`src/core/tpm_pkg.sv`:
```
package tpm_pkg;
   localparam int ADR_W = 8;
   localparam int DAT_W = 32;
   localparam int CNT_W = 8;
   localparam int N_CFG = 6;
   localparam int SEL_W = 3;
   // Register byte addresses
   localparam logic [7:0] CFG_COUNT_ADR = 8'h00;
   localparam logic [7:0] CFG_ENTRY_ADR = 8'h04;
   localparam logic [7:0] FIX_COUNT_ADR = 8'h20;
   localparam logic [7:0] FIX_E1_ADR = 8'h24;
   localparam logic [7:0] FIX_E2_ADR = 8'h28;
   localparam logic [7:0] CTRL_ADR = 8'h30;
   localparam logic [7:0] STAT_ADR = 8'h34;
   localparam logic [7:0] REFUSED_ADR_ADR = 8'h38;
   localparam logic [7:0] SM_TYPE_ADR = 8'h3c;
   // Mapping entry field layout
   localparam int SIZE_LSB = 0;
   localparam int SIZE_W = 8;
   localparam int SUB_LSB = 8;
   localparam int SUB_W = 8;
   localparam int INDEX_LSB = 16;
   localparam int INDEX_W = 16;
   // Reset and fixed values
   localparam logic [7:0] CFG_COUNT_RST = 8'h00;
   localparam logic [31:0] CFG_ENTRY_RST = 32'h00000000;
   localparam logic [7:0] FIX_COUNT_VAL = 8'h02;
   localparam logic [31:0] FIX_E1_VAL = 32'h60410010;
   localparam logic [31:0] FIX_E2_RST = 32'h60430010;
   localparam logic [7:0] SM_PD_IN = 8'h04;
   // Status bit positions
   localparam int STAT_REFUSED = 0;
   localparam int STAT_PREOP = 1;
   typedef enum logic [3:0] {
      ST_INIT = 4'h1,
      ST_PREOP = 4'h2,
      ST_SAFEOP = 4'h4,
      ST_OP = 4'h8
   } tpm_state_t;
endpackage : tpm_pkg

```
`src/core/tpm_entry.sv`:
```
`timescale 1ns/1ps
module tpm_entry #(
   parameter int W = 32,
   parameter logic [W-1:0] RST = '0
) (
   input wire logic clock,
   input wire logic sys_rst,
   input wire logic wr_en,
   input wire logic [3:0] sel,
   input wire logic [W-1:0] wdata,
   output logic [W-1:0] q
);
   // Byte lanes follow the bus select bits
   always_ff @(posedge clock) begin
      if (sys_rst) begin
         q <= RST;
      end else if (wr_en) begin
         for (int b = 0; b < W / 8; b++) begin
            if (sel[b]) begin
               q[b*8 +: 8] <= wdata[b*8 +: 8];
            end
         end
      end
   end
endmodule : tpm_entry

```
`src/core/tpm_top.sv`:
```
// The Wishbone slave port and the placing of the registers are this design's own decisions.
`timescale 1ns/1ps
// Summary of operation
// Every mapping entry packs bit size in 7:0, sub-index in 15:8, index in 31:16.
// Configurable count and entries take writes only in Pre-Operational.
// The configurable count is 8 bits, resets to zero, and sets the active entries.
// Six configurable 32-bit entries sit at sub-indices 1 to 6, resetting to zero.
// The fixed table count is read-only and always reads two.
// The fixed first entry is read-only and maps the 16-bit object 6041h:0.
// The fixed second entry defaults to 6043h 16-bit and is writable in Pre-Op.
// Transmit data built from the mapping goes out on the process data input channel.
// A refused write leaves storage unchanged and raises a sticky refused flag.
module tpm_top (
   input wire logic clock,
   input wire logic sys_rst,
   input wire logic [7:0] wb_adr_i,
   input wire logic [31:0] wb_dat_i,
   input wire logic [3:0] wb_sel_i,
   input wire logic wb_we_i,
   input wire logic wb_cyc_i,
   input wire logic wb_stb_i,
   output logic [31:0] wb_dat_o,
   output logic wb_ack_o,
   input wire logic pd_fixed_i,
   input wire logic [2:0] pd_sel_i,
   output logic pd_valid_o,
   output logic [15:0] pd_index_o,
   output logic [7:0] pd_sub_o,
   output logic [7:0] pd_size_o,
   output logic [7:0] pd_sm_type_o,
   output logic preop_o,
   output logic refused_o
);
   logic ack_reg;
   logic [31:0] dat_reg;
   tpm_pkg::tpm_state_t state_reg;
   logic refused_reg;
   logic [7:0] refused_adr_reg;
   logic [7:0] cfg_count;
   logic [31:0] cfg_entry [tpm_pkg::N_CFG];
   logic [31:0] fix_e2;
   logic req;
   logic wr_req;
   logic rd_req;
   logic [7:0] adr;
   logic preop;
   logic [tpm_pkg::N_CFG-1:0] entry_hit;
   logic cnt_hit;
   logic fe2_hit;
   logic ro_hit;
   logic ctl_hit;
   logic sts_hit;
   logic map_wr_ok;
   logic refused_set;
   logic refused_clr;
   logic state_legal;
   logic [31:0] rd_data;
   logic [31:0] pd_word;
   logic pd_in_range;
   logic pd_valid_reg;
   logic [15:0] pd_index_reg;
   logic [7:0] pd_sub_reg;
   logic [7:0] pd_size_reg;
   logic [7:0] pd_sm_type_reg;

   // One request per bus cycle; ack drops the cycle after it was given
   assign req = wb_cyc_i & wb_stb_i & ~ack_reg;
   assign wr_req = req & wb_we_i;
   assign rd_req = req & ~wb_we_i;
   assign adr = {wb_adr_i[7:2], 2'b00};
   assign preop = (state_reg == tpm_pkg::ST_PREOP);
   assign map_wr_ok = wr_req & preop;

   always_comb begin
      entry_hit = '0;
      cnt_hit = 1'b0;
      fe2_hit = 1'b0;
      ro_hit = 1'b0;
      ctl_hit = 1'b0;
      sts_hit = 1'b0;
      if (adr == tpm_pkg::CFG_COUNT_ADR) begin
         cnt_hit = 1'b1;
      end else if (adr >= tpm_pkg::CFG_ENTRY_ADR &&
                   adr < tpm_pkg::FIX_COUNT_ADR &&
                   adr[4:2] <= 3'h6) begin
         entry_hit[adr[4:2] - 3'h1] = 1'b1;
      end else if (adr == tpm_pkg::FIX_E2_ADR) begin
         fe2_hit = 1'b1;
      end else if (adr == tpm_pkg::FIX_COUNT_ADR ||
                   adr == tpm_pkg::FIX_E1_ADR) begin
         ro_hit = 1'b1;
      end else if (adr == tpm_pkg::CTRL_ADR) begin
         ctl_hit = 1'b1;
      end else if (adr == tpm_pkg::STAT_ADR) begin
         sts_hit = 1'b1;
      end
   end

   // Count field is one byte wide, so only lane 0 can reach it
   tpm_entry #(
      .W(tpm_pkg::CNT_W),
      .RST(tpm_pkg::CFG_COUNT_RST)
   ) u_cfg_count (
      .clock(clock),
      .sys_rst(sys_rst),
      .wr_en(map_wr_ok & cnt_hit),
      .sel(wb_sel_i),
      .wdata(wb_dat_i[7:0]),
      .q(cfg_count)
   );

   for (genvar g = 0; g < tpm_pkg::N_CFG; g++) begin : g_cfg
      tpm_entry #(
         .W(tpm_pkg::DAT_W),
         .RST(tpm_pkg::CFG_ENTRY_RST)
      ) u_entry (
         .clock(clock),
         .sys_rst(sys_rst),
         .wr_en(map_wr_ok & entry_hit[g]),
         .sel(wb_sel_i),
         .wdata(wb_dat_i),
         .q(cfg_entry[g])
      );
   end

   // Fixed second entry stays writable in Pre-Op, as the object table allows
   tpm_entry #(
      .W(tpm_pkg::DAT_W),
      .RST(tpm_pkg::FIX_E2_RST)
   ) u_fix_e2 (
      .clock(clock),
      .sys_rst(sys_rst),
      .wr_en(map_wr_ok & fe2_hit),
      .sel(wb_sel_i),
      .wdata(wb_dat_i),
      .q(fix_e2)
   );

   always_comb begin
      state_legal = 1'b0;
      case (wb_dat_i[3:0])
         tpm_pkg::ST_INIT,
         tpm_pkg::ST_PREOP,
         tpm_pkg::ST_SAFEOP,
         tpm_pkg::ST_OP: state_legal = 1'b1;
         default: state_legal = 1'b0;
      endcase
   end

   // Slave state; codes that are not one-hot are dropped
   always_ff @(posedge clock) begin
      if (sys_rst) begin
         state_reg <= tpm_pkg::ST_INIT;
      end else if (wr_req & ctl_hit & wb_sel_i[0] & state_legal) begin
         state_reg <= tpm_pkg::tpm_state_t'(wb_dat_i[3:0]);
      end
   end

   assign refused_set = wr_req &
      (((cnt_hit | fe2_hit | (|entry_hit)) & ~preop) | ro_hit);
   assign refused_clr = wr_req & sts_hit & wb_sel_i[0] &
      wb_dat_i[tpm_pkg::STAT_REFUSED];

   // Set wins over a write-one clear in the same cycle
   always_ff @(posedge clock) begin
      if (sys_rst) begin
         refused_reg <= 1'b0;
      end else if (refused_set) begin
         refused_reg <= 1'b1;
      end else if (refused_clr) begin
         refused_reg <= 1'b0;
      end
   end

   always_ff @(posedge clock) begin
      if (sys_rst) begin
         refused_adr_reg <= 8'h00;
      end else if (refused_set) begin
         refused_adr_reg <= adr;
      end
   end

   always_comb begin
      rd_data = 32'h00000000;
      if (cnt_hit) begin
         rd_data = {24'h000000, cfg_count};
      end else if (|entry_hit) begin
         rd_data = cfg_entry[adr[4:2] - 3'h1];
      end else if (adr == tpm_pkg::FIX_COUNT_ADR) begin
         rd_data = {24'h000000, tpm_pkg::FIX_COUNT_VAL};
      end else if (adr == tpm_pkg::FIX_E1_ADR) begin
         rd_data = tpm_pkg::FIX_E1_VAL;
      end else if (fe2_hit) begin
         rd_data = fix_e2;
      end else if (ctl_hit) begin
         rd_data = {28'h0000000, state_reg};
      end else if (sts_hit) begin
         rd_data = {30'h00000000, preop, refused_reg};
      end else if (adr == tpm_pkg::REFUSED_ADR_ADR) begin
         rd_data = {24'h000000, refused_adr_reg};
      end else if (adr == tpm_pkg::SM_TYPE_ADR) begin
         rd_data = {24'h000000, pd_sm_type_reg};
      end
   end

   always_ff @(posedge clock) begin
      if (sys_rst) begin
         ack_reg <= 1'b0;
      end else begin
         ack_reg <= req;
      end
   end

   // Unmapped reads answer zero rather than stalling the master
   always_ff @(posedge clock) begin
      if (sys_rst) begin
         dat_reg <= 32'h00000000;
      end else if (rd_req) begin
         dat_reg <= rd_data;
      end
   end

   // Process data lookup for the frame builder
   always_comb begin
      pd_word = 32'h00000000;
      pd_in_range = 1'b0;
      if (pd_fixed_i) begin
         pd_word = (pd_sel_i == 3'h0) ? tpm_pkg::FIX_E1_VAL : fix_e2;
         pd_in_range = {5'h00, pd_sel_i} < tpm_pkg::FIX_COUNT_VAL;
      end else if (pd_sel_i < 3'h6) begin
         pd_word = cfg_entry[pd_sel_i];
         pd_in_range = {5'h00, pd_sel_i} < cfg_count;
      end
   end

   always_ff @(posedge clock) begin
      if (sys_rst) begin
         pd_valid_reg <= 1'b0;
         pd_index_reg <= 16'h0000;
         pd_sub_reg <= 8'h00;
         pd_size_reg <= 8'h00;
      end else begin
         pd_valid_reg <= pd_in_range;
         pd_index_reg <= pd_word[tpm_pkg::INDEX_LSB +: tpm_pkg::INDEX_W];
         pd_sub_reg <= pd_word[tpm_pkg::SUB_LSB +: tpm_pkg::SUB_W];
         pd_size_reg <= pd_word[tpm_pkg::SIZE_LSB +: tpm_pkg::SIZE_W];
      end
   end

   // Transmit data always leaves on the slave-to-master channel
   always_ff @(posedge clock) begin
      if (sys_rst) begin
         pd_sm_type_reg <= 8'h00;
      end else begin
         pd_sm_type_reg <= tpm_pkg::SM_PD_IN;
      end
   end

   assign wb_ack_o = ack_reg;
   assign wb_dat_o = dat_reg;
   assign pd_valid_o = pd_valid_reg;
   assign pd_index_o = pd_index_reg;
   assign pd_sub_o = pd_sub_reg;
   assign pd_size_o = pd_size_reg;
   assign pd_sm_type_o = pd_sm_type_reg;
   // One-hot state, so the Pre-Op bit is itself the flag
   assign preop_o = state_reg[1];
   assign refused_o = refused_reg;
endmodule : tpm_top

```
`config.mk`:
```
export PLATFORM = sky130hd
export DESIGN_NAME = tpm_top
export DESIGN_NICKNAME = d
export VERILOG_FILES = /design/src/core/tpm_pkg.sv /design/src/core/tpm_entry.sv /design/src/core/tpm_top.sv
export SDC_FILE = /design/constraint.sdc
export NUM_CORES = 1
export LEC_CHECK = 0
export ABC_AREA = 1
export BUFFER_PORTS_ARGS = -buffer_cell sky130_fd_sc_hd__buf_2
export CORE_MARGIN = 2
export CORE_UTILIZATION = 42
export CTS_CLUSTER_DIAMETER = 100
export DETAILED_ROUTE_END_ITERATION = 6
export MAX_ROUTING_LAYER = met4
export PLACE_DENSITY = 0.67
export SLEW_MARGIN = 15
export SYNTH_ARGS = -nofsm -noshare
export SYNTH_HDL_FRONTEND = slang
export SYNTH_SLANG_ARGS = --single-unit
```
`constraint.sdc`:
```
create_clock -name clock -period 2.75 [get_ports clock]
set_clock_uncertainty 0.1 [all_clocks]
set_input_delay 0.55 -clock clock [delete_from_list [all_inputs] [get_ports clock]]
set_output_delay 0.55 -clock clock [all_outputs]
set_load 0.05 [all_outputs]
```
=== Word-level counts from Yosys, hierarchy flattened ===
Index checks and enable logic that the tools add are counted.

* Add/subtract/negate cells: 1
* $lt $le $gt $ge: 10
* Equality and inequality tests: 12
* Mux-type cells: 47
* Bitwise logic cells: 29
* Reduce and logical (&&, ||, !) cells: 38

{| class="wikitable"
|+ Operator list
! kind !! count
|-
| 32-bit two-way mux || 12
|-
| 32-bit binary-select mux with 3-bit select || 2
|-
| 2-bit AND reduction || 29
|-
| 6-bit by 4-bit == test with 1-bit output, second input constant || 7
|-
| 8-bit two-way mux || 4
|-
| 1-bit two-way mux || 25
|-
| 1-bit AND || 21
|-
| 6-bit two-way mux || 2
|-
| 4-bit by 2-bit == test with 1-bit output, second input constant || 2
|-
| 4-bit greater-or-equal comparator, second input constant || 2
|-
| 8-bit by 3-bit greater-or-equal comparator with 1-bit output, second input constant || 1
|-
| 8-bit zero test || 1
|-
| 3-bit by 8-bit less-than comparator with 1-bit output || 1
|-
| 8-bit by 6-bit less-than comparator with 1-bit output, second input constant || 1
|-
| 3-bit NOT with 4-bit output || 2
|-
| 6-bit OR reduction || 1
|-
| 4-bit by 1-bit == test with 1-bit output, second input constant || 1
|-
| 4-bit by 3-bit == test with 1-bit output, second input constant || 1
|-
| 4-bit == test, second input constant || 1
|-
| 3-bit by 4-bit less-than comparator with 1-bit output, second input constant || 1
|-
| 4-bit OR reduction || 1
|-
| 1-bit demux with 3-bit select || 1
|-
| 3-bit by 1-bit greater-or-equal comparator with 1-bit output, second input constant || 1
|-
| 3-bit less-or-equal comparator, second input constant || 1
|-
| other kinds (10) || 16
|}

* Flip-flop bits (word level): 317
* Input port bits: 53
* Output and inout port bits: 76
* Logic and storage cells: 176

=== Logic depth before layout (Yosys ltp) ===
Gate-level depths: netlist of run 1.

* Depth after elaboration: 14
* Mapped depth: 15
* Gate-level depth less buffers: 13

=== By module ===
From an unflattened synthesis of run 1, not the netlist that was laid out.

* Cell total of the unflattened synthesis: 2,782
* Area, all modules: 16,834.9 um^2

{| class="wikitable"
|+ By module, submodules not included
! module !! times used !! cells an instance !! area an instance (um^2) !! seq. area each (um^2)
|-
| tpm_entry (g_cfg[0].u_entry ...) || 6 || 204 || 1,310.0 || 640.6
|-
| tpm_top || 1 || 1,314 || 7,307.0 || 1,561.5
|-
| tpm_entry (u_fix_e2) || 1 || 193 || 1,331.3 || 640.6
|-
| tpm_entry (u_cfg_count) || 1 || 51 || 336.6 || 160.2
|}

=== Least setup slack after synthesis of run 1 ===
No wires, ideal clock.

* Path kind: input to register
* From: in wb_adr_i[2]
* To: reg g_cfg[5].u_entry.q[2]
* Setup time: 0.116 ns
* Arrival time: 2.572 ns
* Data required time: 2.534 ns
* Slack: -0.038 ns
* Stages: 15
* Path buffers: 2
* Path through: buf_2 > inv_2 > clkbuf_1 > ha_1 > inv_1 > nand2_1 > nand2_2 > nor2_4 > inv_2 > nor2_4 > nand2_4 > nor2_8 > inv_2 > nor2_1 > nor2_1

* Cells in the longest elaborated chain, start to end: 9
* Elaborated cells on any way between the ends: 16
* Those cells by class: add/sub: 1; order compare: 5; mux: 4; bitwise: 1; reduce/logical: 5

{| class="wikitable"
|+ RTL lines
! item !! line !! text
|-
| from (decl) || tpm_top.sv:16 || <nowiki>input wire logic [7:0] wb_adr_i,</nowiki>
|-
| 3-bit by 1-bit subtractor with 3-bit output || tpm_top.sv:86 || <nowiki>entry_hit[adr[4:2] - 3'h1] = 1'b1;</nowiki>
|-
| 3-bit by 4-bit less-than comparator with 1-bit output (not written as such) / 3-bit by 1-bit greater-or-equal comparator with 1-bit output (equally long branches) || tpm_top.sv:86 ||
|-
| 1-bit logical AND (not written as such) || tpm_top.sv:86 ||
|-
| 1-bit two-way mux (not written as such) || tpm_top.sv:86 ||
|-
| 1-bit demux with 3-bit select || tpm_top.sv:86 ||
|-
| 6-bit two-way mux || tpm_top.sv:83 || <nowiki>end else if (adr >= tpm_pkg::CFG_ENTRY_ADR &&</nowiki>
|-
| 6-bit two-way mux * || tpm_top.sv:81 || <nowiki>if (adr == tpm_pkg::CFG_COUNT_ADR) begin</nowiki>
|-
| 1-bit AND * || tpm_top.sv:119 || <nowiki>.wr_en(map_wr_ok & entry_hit[g]),</nowiki>
|-
| 2-bit AND reduction (no source line) * || n/a ||
|-
| to (signal, indexed assignment) || tpm_entry.sv:20 || <nowiki>q[b*8 +: 8] <= wdata[b*8 +: 8];</nowiki>
|-
| to (decl) || tpm_entry.sv:11 || <nowiki>output logic [W-1:0] q</nowiki>
|}

Mark *: on every way between the ends. The rest lies on a longest branch, timed or not.
A chain may end at the register's enable or synchronous reset.

=== Worst setup path after layout of run 1 ===
* From: in wb_adr_i[2]
* To: reg g_cfg[1].u_entry.q[0]

* Cells in the longest elaborated chain, start to end: 9
* Elaborated cells on any way between the ends: 16
* Those cells by class: add/sub: 1; order compare: 5; mux: 4; bitwise: 1; reduce/logical: 5

{| class="wikitable"
|+ RTL lines
! item !! line
|-
| 3-bit by 1-bit subtractor with 3-bit output || tpm_top.sv:86
|-
| 3-bit by 4-bit less-than comparator with 1-bit output (not written as such) / 3-bit by 1-bit greater-or-equal comparator with 1-bit output (equally long branches) || tpm_top.sv:86
|-
| 1-bit logical AND (not written as such) || tpm_top.sv:86
|-
| 1-bit two-way mux (not written as such) || tpm_top.sv:86
|-
| 1-bit demux with 3-bit select || tpm_top.sv:86
|-
| 6-bit two-way mux || tpm_top.sv:83
|-
| 6-bit two-way mux * || tpm_top.sv:81
|-
| 1-bit AND * || tpm_top.sv:119
|-
| 2-bit AND reduction (no source line) * || n/a
|-
| to (signal, indexed assignment) || tpm_entry.sv:20
|-
| to (decl) || tpm_entry.sv:11
|}

Marked as above.

==> impl_metrics.json, run 1 <==
{
  "timing.final.ws_setup_ps": 415,
  "power_frac_comb_pct": 10.2,
  "avgViaCountPerCell": 5.61,
  "nNetsFinal": 2312,
  "multi_input_area_mm2": 0.00771,
  "cts_sinks": 310,
  "fp.dieH_um": 194,
  "ys_seq_area_share_pct": 40.7,
  "numCtsBuffers": 37,
  "path_max_fanout": 9,
  "p_switching_w": 0.00284,
  "worst_pin_slew_ps": 851,
  "place_hpwl_um": 34300,
  "grt_use_total_pct": 27.1,
  "drive_above_1_share_pct": 13.6,
  "synthCells": 2184,
  "whs_path_depth": 3,
  "core.rowCount": 69,
  "status": "finished with violations",
  "grt_pass1_wl_um": 79500,
  "switching_share_pct": 26.4,
  "seqPwrFrac_pct": 42.1,
  "vias": 15395,
  "avgSynthCellArea_um2": 6.98,
  "first_iter_violations": 1479,
  "p_int_w": 0.00792,
  "core_mm2": 0.0357,
  "synth-seq-cells": 310,
  "startpoint_type": "primary input",
  "p_leak_nw": 7.02,
  "dieArea_mm2": 0.0378,
  "gp_congestion": 0.952,
  "hold_violations": 0,
  "path_class": "primary input to flip-flop",
  "die_w_um": 194,
  "ctsHoldBuffers": 0,
  "r2r_setup_slack_ps": 510,
  "largest_register_ffs": 192,
  "rr_endpoint": "g_cfg[0].u_entry.q[13]",
  "drtPass1Iterations": 7,
  "period_needed_ps": 2340,
  "relSlewSlack_pct": 43.1,
  "cts_buffer_depth": 3,
  "fin_hold_ws_ps": 252,
  "rsz0062_at_grt": "no",
  "postCtsSetupBuffers": 0,
  "syn_area_mm2": 0.0152,
  "setup.worst_path.end_class": "flip-flop",
  "power.density_mw_per_mm2": 610,
  "setup_viol_count_final": 0,
  "routed_wl_um": 50600,
  "insertion_delay_ps": 530,
  "synth_cell_types": 36,
  "drc_errors": 16,
  "cts_tree": "done",
  "yosys_warnings": 0,
  "routedWlPerCell_um": 18.5,
  "grt_pass1_vias": 14192,
  "post-route-util_pct": 49.4,
  "ff_latch_area_mm2": 0.00621,
  "io_buffers": 119,
  "hp-class": "primary input to flip-flop",
  "max_freq_ghz": 0.428,
  "ant_nets": 0,
  "hold_end": "u_fix_e2.q[27]",
  "clockRootBuffer": "clkbuf_16",
  "pin_count": 129,
  "clockPowerShare_pct": 47.7,
  "grt_max_degree": 74,
  "worstPathArrival_ps": 2660,
  "final.period_utilization_pct": 84.9,
  "timing.rr.start": "state_reg[1]",
  "place_ws_ps": -92.2,
  "path_clk_slew_ps": 60,
  "htreeDepth": 2,
  "r2r_cells": 8,
  "violations": "DRC",
  "cap_violations": 0,
  "cts_resized": 0,
  "area_growth_pct": 15.7,
  "fillers": 3539,
  "cp.required_ps": 3070,
  "hp-start": "wb_dat_i[27]",
  "ir_drop_mv": 0.421,
  "slew_violations": 0,
  "initial_core_util_pct": 42.7,
  "overflow": 0,
  "antenna_found_initial": 2,
  "top_register": "g_cfg.u_entry.q"
}
## cells by family (layout without fill, tap and decap cells)
group / count (synthesis) / after routing / share of synthesized area, %
simple gates: 792 / 792 / 23.4
compound gates: 745 / 745 / 26.5
buf+inv: 329 / 418 / 8.80
flops: 310 / 310 / 40.7
fa+ha+maj: 7 / 7 / 0.575
other cells: 1 / 9 / 0.0246
## how the worst max path moves through the flow
stage | from | endpoint | slack, ps | cells past startpoint
2_1_floorplan | wb_adr_i[2] | g_cfg[1].u_entry.q[2] | 60 | 12
3_3_place_gp | wb_adr_i[2] | g_cfg[1].u_entry.q[2] | -8 | 13
3_5_place_dp | wb_adr_i[2] | g_cfg[1].u_entry.q[0] | -90 | 13
4_1_cts | wb_adr_i[2] | g_cfg[1].u_entry.q[2] | 450 | 13
5_1_grt | wb_adr_i[2] | g_cfg[0].u_entry.q[20] | 280 | 12
6_report | wb_adr_i[2] | g_cfg[1].u_entry.q[0] | 410 | 13
## synthesized netlist by cell type, drive strengths merged
library cell	n	area [µm²]
a211oi	29	218
a21oi	243	1220
a221oi	3	26.3
buf	47	283
clkbuf	103	387
clkinv	1	3.75
conb	1	3.75
dfxtp	310	6210
ha	7	87.6
inv	178	668
nand2	363	1400
nand3	110	636
nand3b	1	7.51
nand4	34	213
nor2	276	1220
nor3	8	78.8
o2111a	1	11.3
o211ai	70	526
o21a	1	7.51
o21ai	381	1910
o22ai	1	6.26
o31ai	16	120
## power by group through the flow
| stage | Sequential [W] | Combinational (W) | Clock (W) |
|---|---|---|---|
| floorplan | 0.00474 | 0.000569 | 0 |
| global placement | 0.00463 | 0.00107 | 0 |
| detailed placement | 0.00463 | 0.00108 | 0 |
| CTS | 0.00453 | 0.00108 | 0.00520 |
| global route | 0.00453 | 0.00118 | 0.00538 |
| finish | 0.00453 | 0.00110 | 0.00513 |
## metal layers
layer / wire (µm) / track usage [%] / vias to the layer above
met5: 0 / - / -
met4: 1490 / 9.77 / 0
met3: 4800 / 4.88 / 115
met2: 21400 / 39.3 / 726
met1: 23000 / 37.7 / 7057
li1: - / - / 7497
## worst max-delay path: stages
cell and delay [ps]:
buf_4 150, inv_2 90, ha_1 240, inv_1 110
nor2_1 50, nand2_1 80, nand3_2 170, nor3_4 340
nand2_4 200, nor2_4 310, inv_2 180, nor2_1 130
nor2_1 60
## final cells by class
class / instances / area share, %
antenna: 2 / 0.0284
clock buffer: 50 / 6.04
clock inverter: 16 / 1.25
inverter: 179 / 3.83
multi-input combinational: 1551 / 43.8
sequential: 310 / 35.2
tap: 461 / 3.27
timing repair buffer: 173 / 6.63
## per-stage QoR
step                      cell area [µm²]  std cells  TNS (ps)  power [W]
after floorplan                     15300       2190         0    0.00531
after CTS                           17600       2740         0     0.0108
after global placement              16300       2674     -37.0    0.00570
after global routing                17600       2742         0     0.0111
final                               17600       2742         0     0.0108
after detailed placement            16300       2674     -1200    0.00571
## cell usage in the layout (no fill, tap or decap), drive strengths merged
cell type	netlist	routed
bufinv	0	4
a21oi	243	243
dfxtp	310	310
nand3b	1	1
o2111a	1	1
nand4	34	34
clkinv	1	10
ha	7	7
o22ai	1	1
nand3	110	110
diode	0	2
o21a	1	1
o31ai	16	16
nor3	8	8
a221oi	3	3
inv	178	181
o21ai	381	381
conb	1	7
nand2	363	363
nor2	276	276
a211oi	29	29
clkbuf	103	50
o211ai	70	70
buf	47	173
(Power assumes the default switching activity.)
==> run 2, diff against run 1 <==
Clock period 2.75 ns to 2 ns, I/O delays scaled along.
==> run 2 against run 1 <==
Net effect:
- the flow still finishes with violations (DRC)
- register-to-register slack got worse by 410 ps
- count of clock-buffer cells in the layout down 3
- routed wire length up 4.3%
- total power is 38% higher
- utilization up 3.9 points
- combinational power grew 49%
- sequential share of layout area decreased by 2.6 points
- largest cell class unchanged
- global-route usage up 1.1 points
==> impl_metrics.json, run 2 (synthesis results as in run 1) <==
{
  "hp-start": "wb_dat_i[17]",
  "final_cell_area_mm2": 0.0190,
  "grt_pass1_vias": 14966,
  "first_iter_violations": 1423,
  "period_needed_ps": 1900,
  "place_ws_ps": -434,
  "status": "finished with violations",
  "whs_path_depth": 3,
  "initial_core_util_pct": 42.7,
  "slew_violations": 0,
  "fillers": 3431,
  "violations": "DRC",
  "cp_num_buf_inv": 4,
  "overflow": 0,
  "grt_use_total_pct": 28.2,
  "die_w_um": 194,
  "place_hpwl_um": 36500,
  "io_buffers": 119,
  "ctsHoldBuffers": 0,
  "max_stage_delay_ps": 310,
  "cts_buffer_depth": 3,
  "cap_violations": 0,
  "core.rowCount": 69,
  "dieArea_mm2": 0.0378,
  "cts_sinks": 310,
  "routed_wl_um": 52800,
  "tns_ps": 0,
  "setup.worst_path.end_class": "flip-flop",
  "worst_pin_slew_ps": 509,
  "hp-class": "primary input to flip-flop",
  "largest_register_ffs": 192,
  "path_clk_slew_ps": 60,
  "routedWlPerCell_um": 18.5,
  "drtPass1Iterations": 7,
  "insertion_delay_ps": 550,
  "r2r_cells": 10,
  "cp.required_ps": 2370,
  "numCtsBuffers": 36,
  "placed_cell_area_mm2": 0.0177,
  "power.density_mw_per_mm2": 782,
  "max_freq_ghz": 0.527,
  "slowest_stage": "dfxtp_1",
  "multi_input_area_mm2": 0.00806,
  "crit_cells": 10,
  "relSlewSlack_pct": 66.1,
  "top_register": "g_cfg.u_entry.q",
  "startpoint_type": "flip-flop",
  "p_leak_nw": 7.58,
  "grt_max_degree": 91,
  "cp-startpoint": "wb_ack_o",
  "ir_drop_mv": 0.540,
  "setup_viol_count_final": 0,
  "grt_pass1_wl_um": 82500,
  "post-route-util_pct": 53.3,
  "path_delay_family": "simple AND/OR/NAND/NOR gates",
  "fin_hold_ws_ps": 103,
  "cts_tree": "done",
  "pin_count": 129,
  "timing.final.ws_setup_ps": 104,
  "path_class": "flip-flop to flip-flop",
  "fp.dieH_um": 194,
  "drive_above_1_share_pct": 20.6,
  "ff_latch_area_mm2": 0.00621,
  "drc_errors": 12,
  "core_mm2": 0.0357,
  "clockRootBuffer": "clkbuf_16",
  "path_max_fanout": 15,
  "antenna_found_initial": 2,
  "layout_common_cells": "nand2_1, o21ai_0, dfxtp_1",
  "nNetsFinal": 2436,
  "avgViaCountPerCell": 5.65,
  "cp_common_cell": "buf_4",
  "area_growth_pct": 24.9,
  "timing.rr.start": "wb_ack_o",
  "crit_chain": "nor2_2 -> nand2_1 -> inv_2 -> nand2_8 -> nor2_4 -> buf_4 -> buf_4 -> nand3_4 -> buf_4 -> a21oi_1",
  "gp_congestion": 0.924,
  "final.period_utilization_pct": 94.8,
  "final_common_cell": "nand2_1",
  "htreeDepth": 2,
  "worstPathArrival_ps": 2270,
  "ant_nets": 0,
  "vias": 16163,
  "hold_violations": 0
}
run 2: cell count changes in the layout (fill, tap and decap cells not counted), moves of 5 or more:
cell | previous run | this run
a21oi_1 | 243 | 192
o21ai_0 | 366 | 310
buf_4 | 43 | 158
nand3_2 | 12 | 3
a21oi_2 | 0 | 51
nand3_4 | 2 | 12
buf_12 | 13 | 23
o21ai_1 | 15 | 71
inv_4 | 1 | 6
run 2: metal layers:
metal  wire, µm  global-route usage [%]
met5          0                       -
met4       1640                    10.3
met3       4650                    5.40
met2      23600                    43.4
met1      22900                    37.0
run 2: per-stage QoR:
stage,power [W],std cells
after floorplan,0.00734,2190
after global placement,0.00796,2789
after detailed placement,0.00797,2789
after CTS,0.0149,2850
after global routing,0.0153,2862
final,0.0149,2862
run 2: area by class of cell:
class                   count  share of cell area [%]
multi-input cells        1551                    42.4
flip-flops and latches    310                    32.6
repair buffers            298                    11.7
clock buffers              47                    5.43
inverters                 179                    3.65
well taps                 461                    3.03
clock inverters            14                    1.11
diodes                      2                  0.0263
run 2: worst register-to-register path: stages, from the launching register on:
cell	delay, ps
dfxtp_1	310
nor2_2	130
nand2_1	90
inv_2	110
nand2_8	100
nor2_4	160
buf_4	140
buf_4	110
nand3_4	200
buf_4	220
a21oi_1	150
run 2: path summary, 6_finish.rpt:
check                                              end  slack (ps)
worst min register to register      refused_adr_reg[7]         350
worst max register to register  g_cfg[4].u_entry.q[17]         100
worst min-delay path                    u_fix_e2.q[17]         100
worst max-delay path            g_cfg[4].u_entry.q[17]         100
run 2: power by group:
part           internal, W  switching, W
Sequential         0.00622     0.0000143
Clock              0.00428       0.00272
Combinational     0.000471       0.00117
Total               0.0110       0.00390
run 2: what timing repair did:
action	in CTS	in global routing
endpoints found under the setup margin	0	76
gates resized for setup	0	9
buffers inserted	0	10
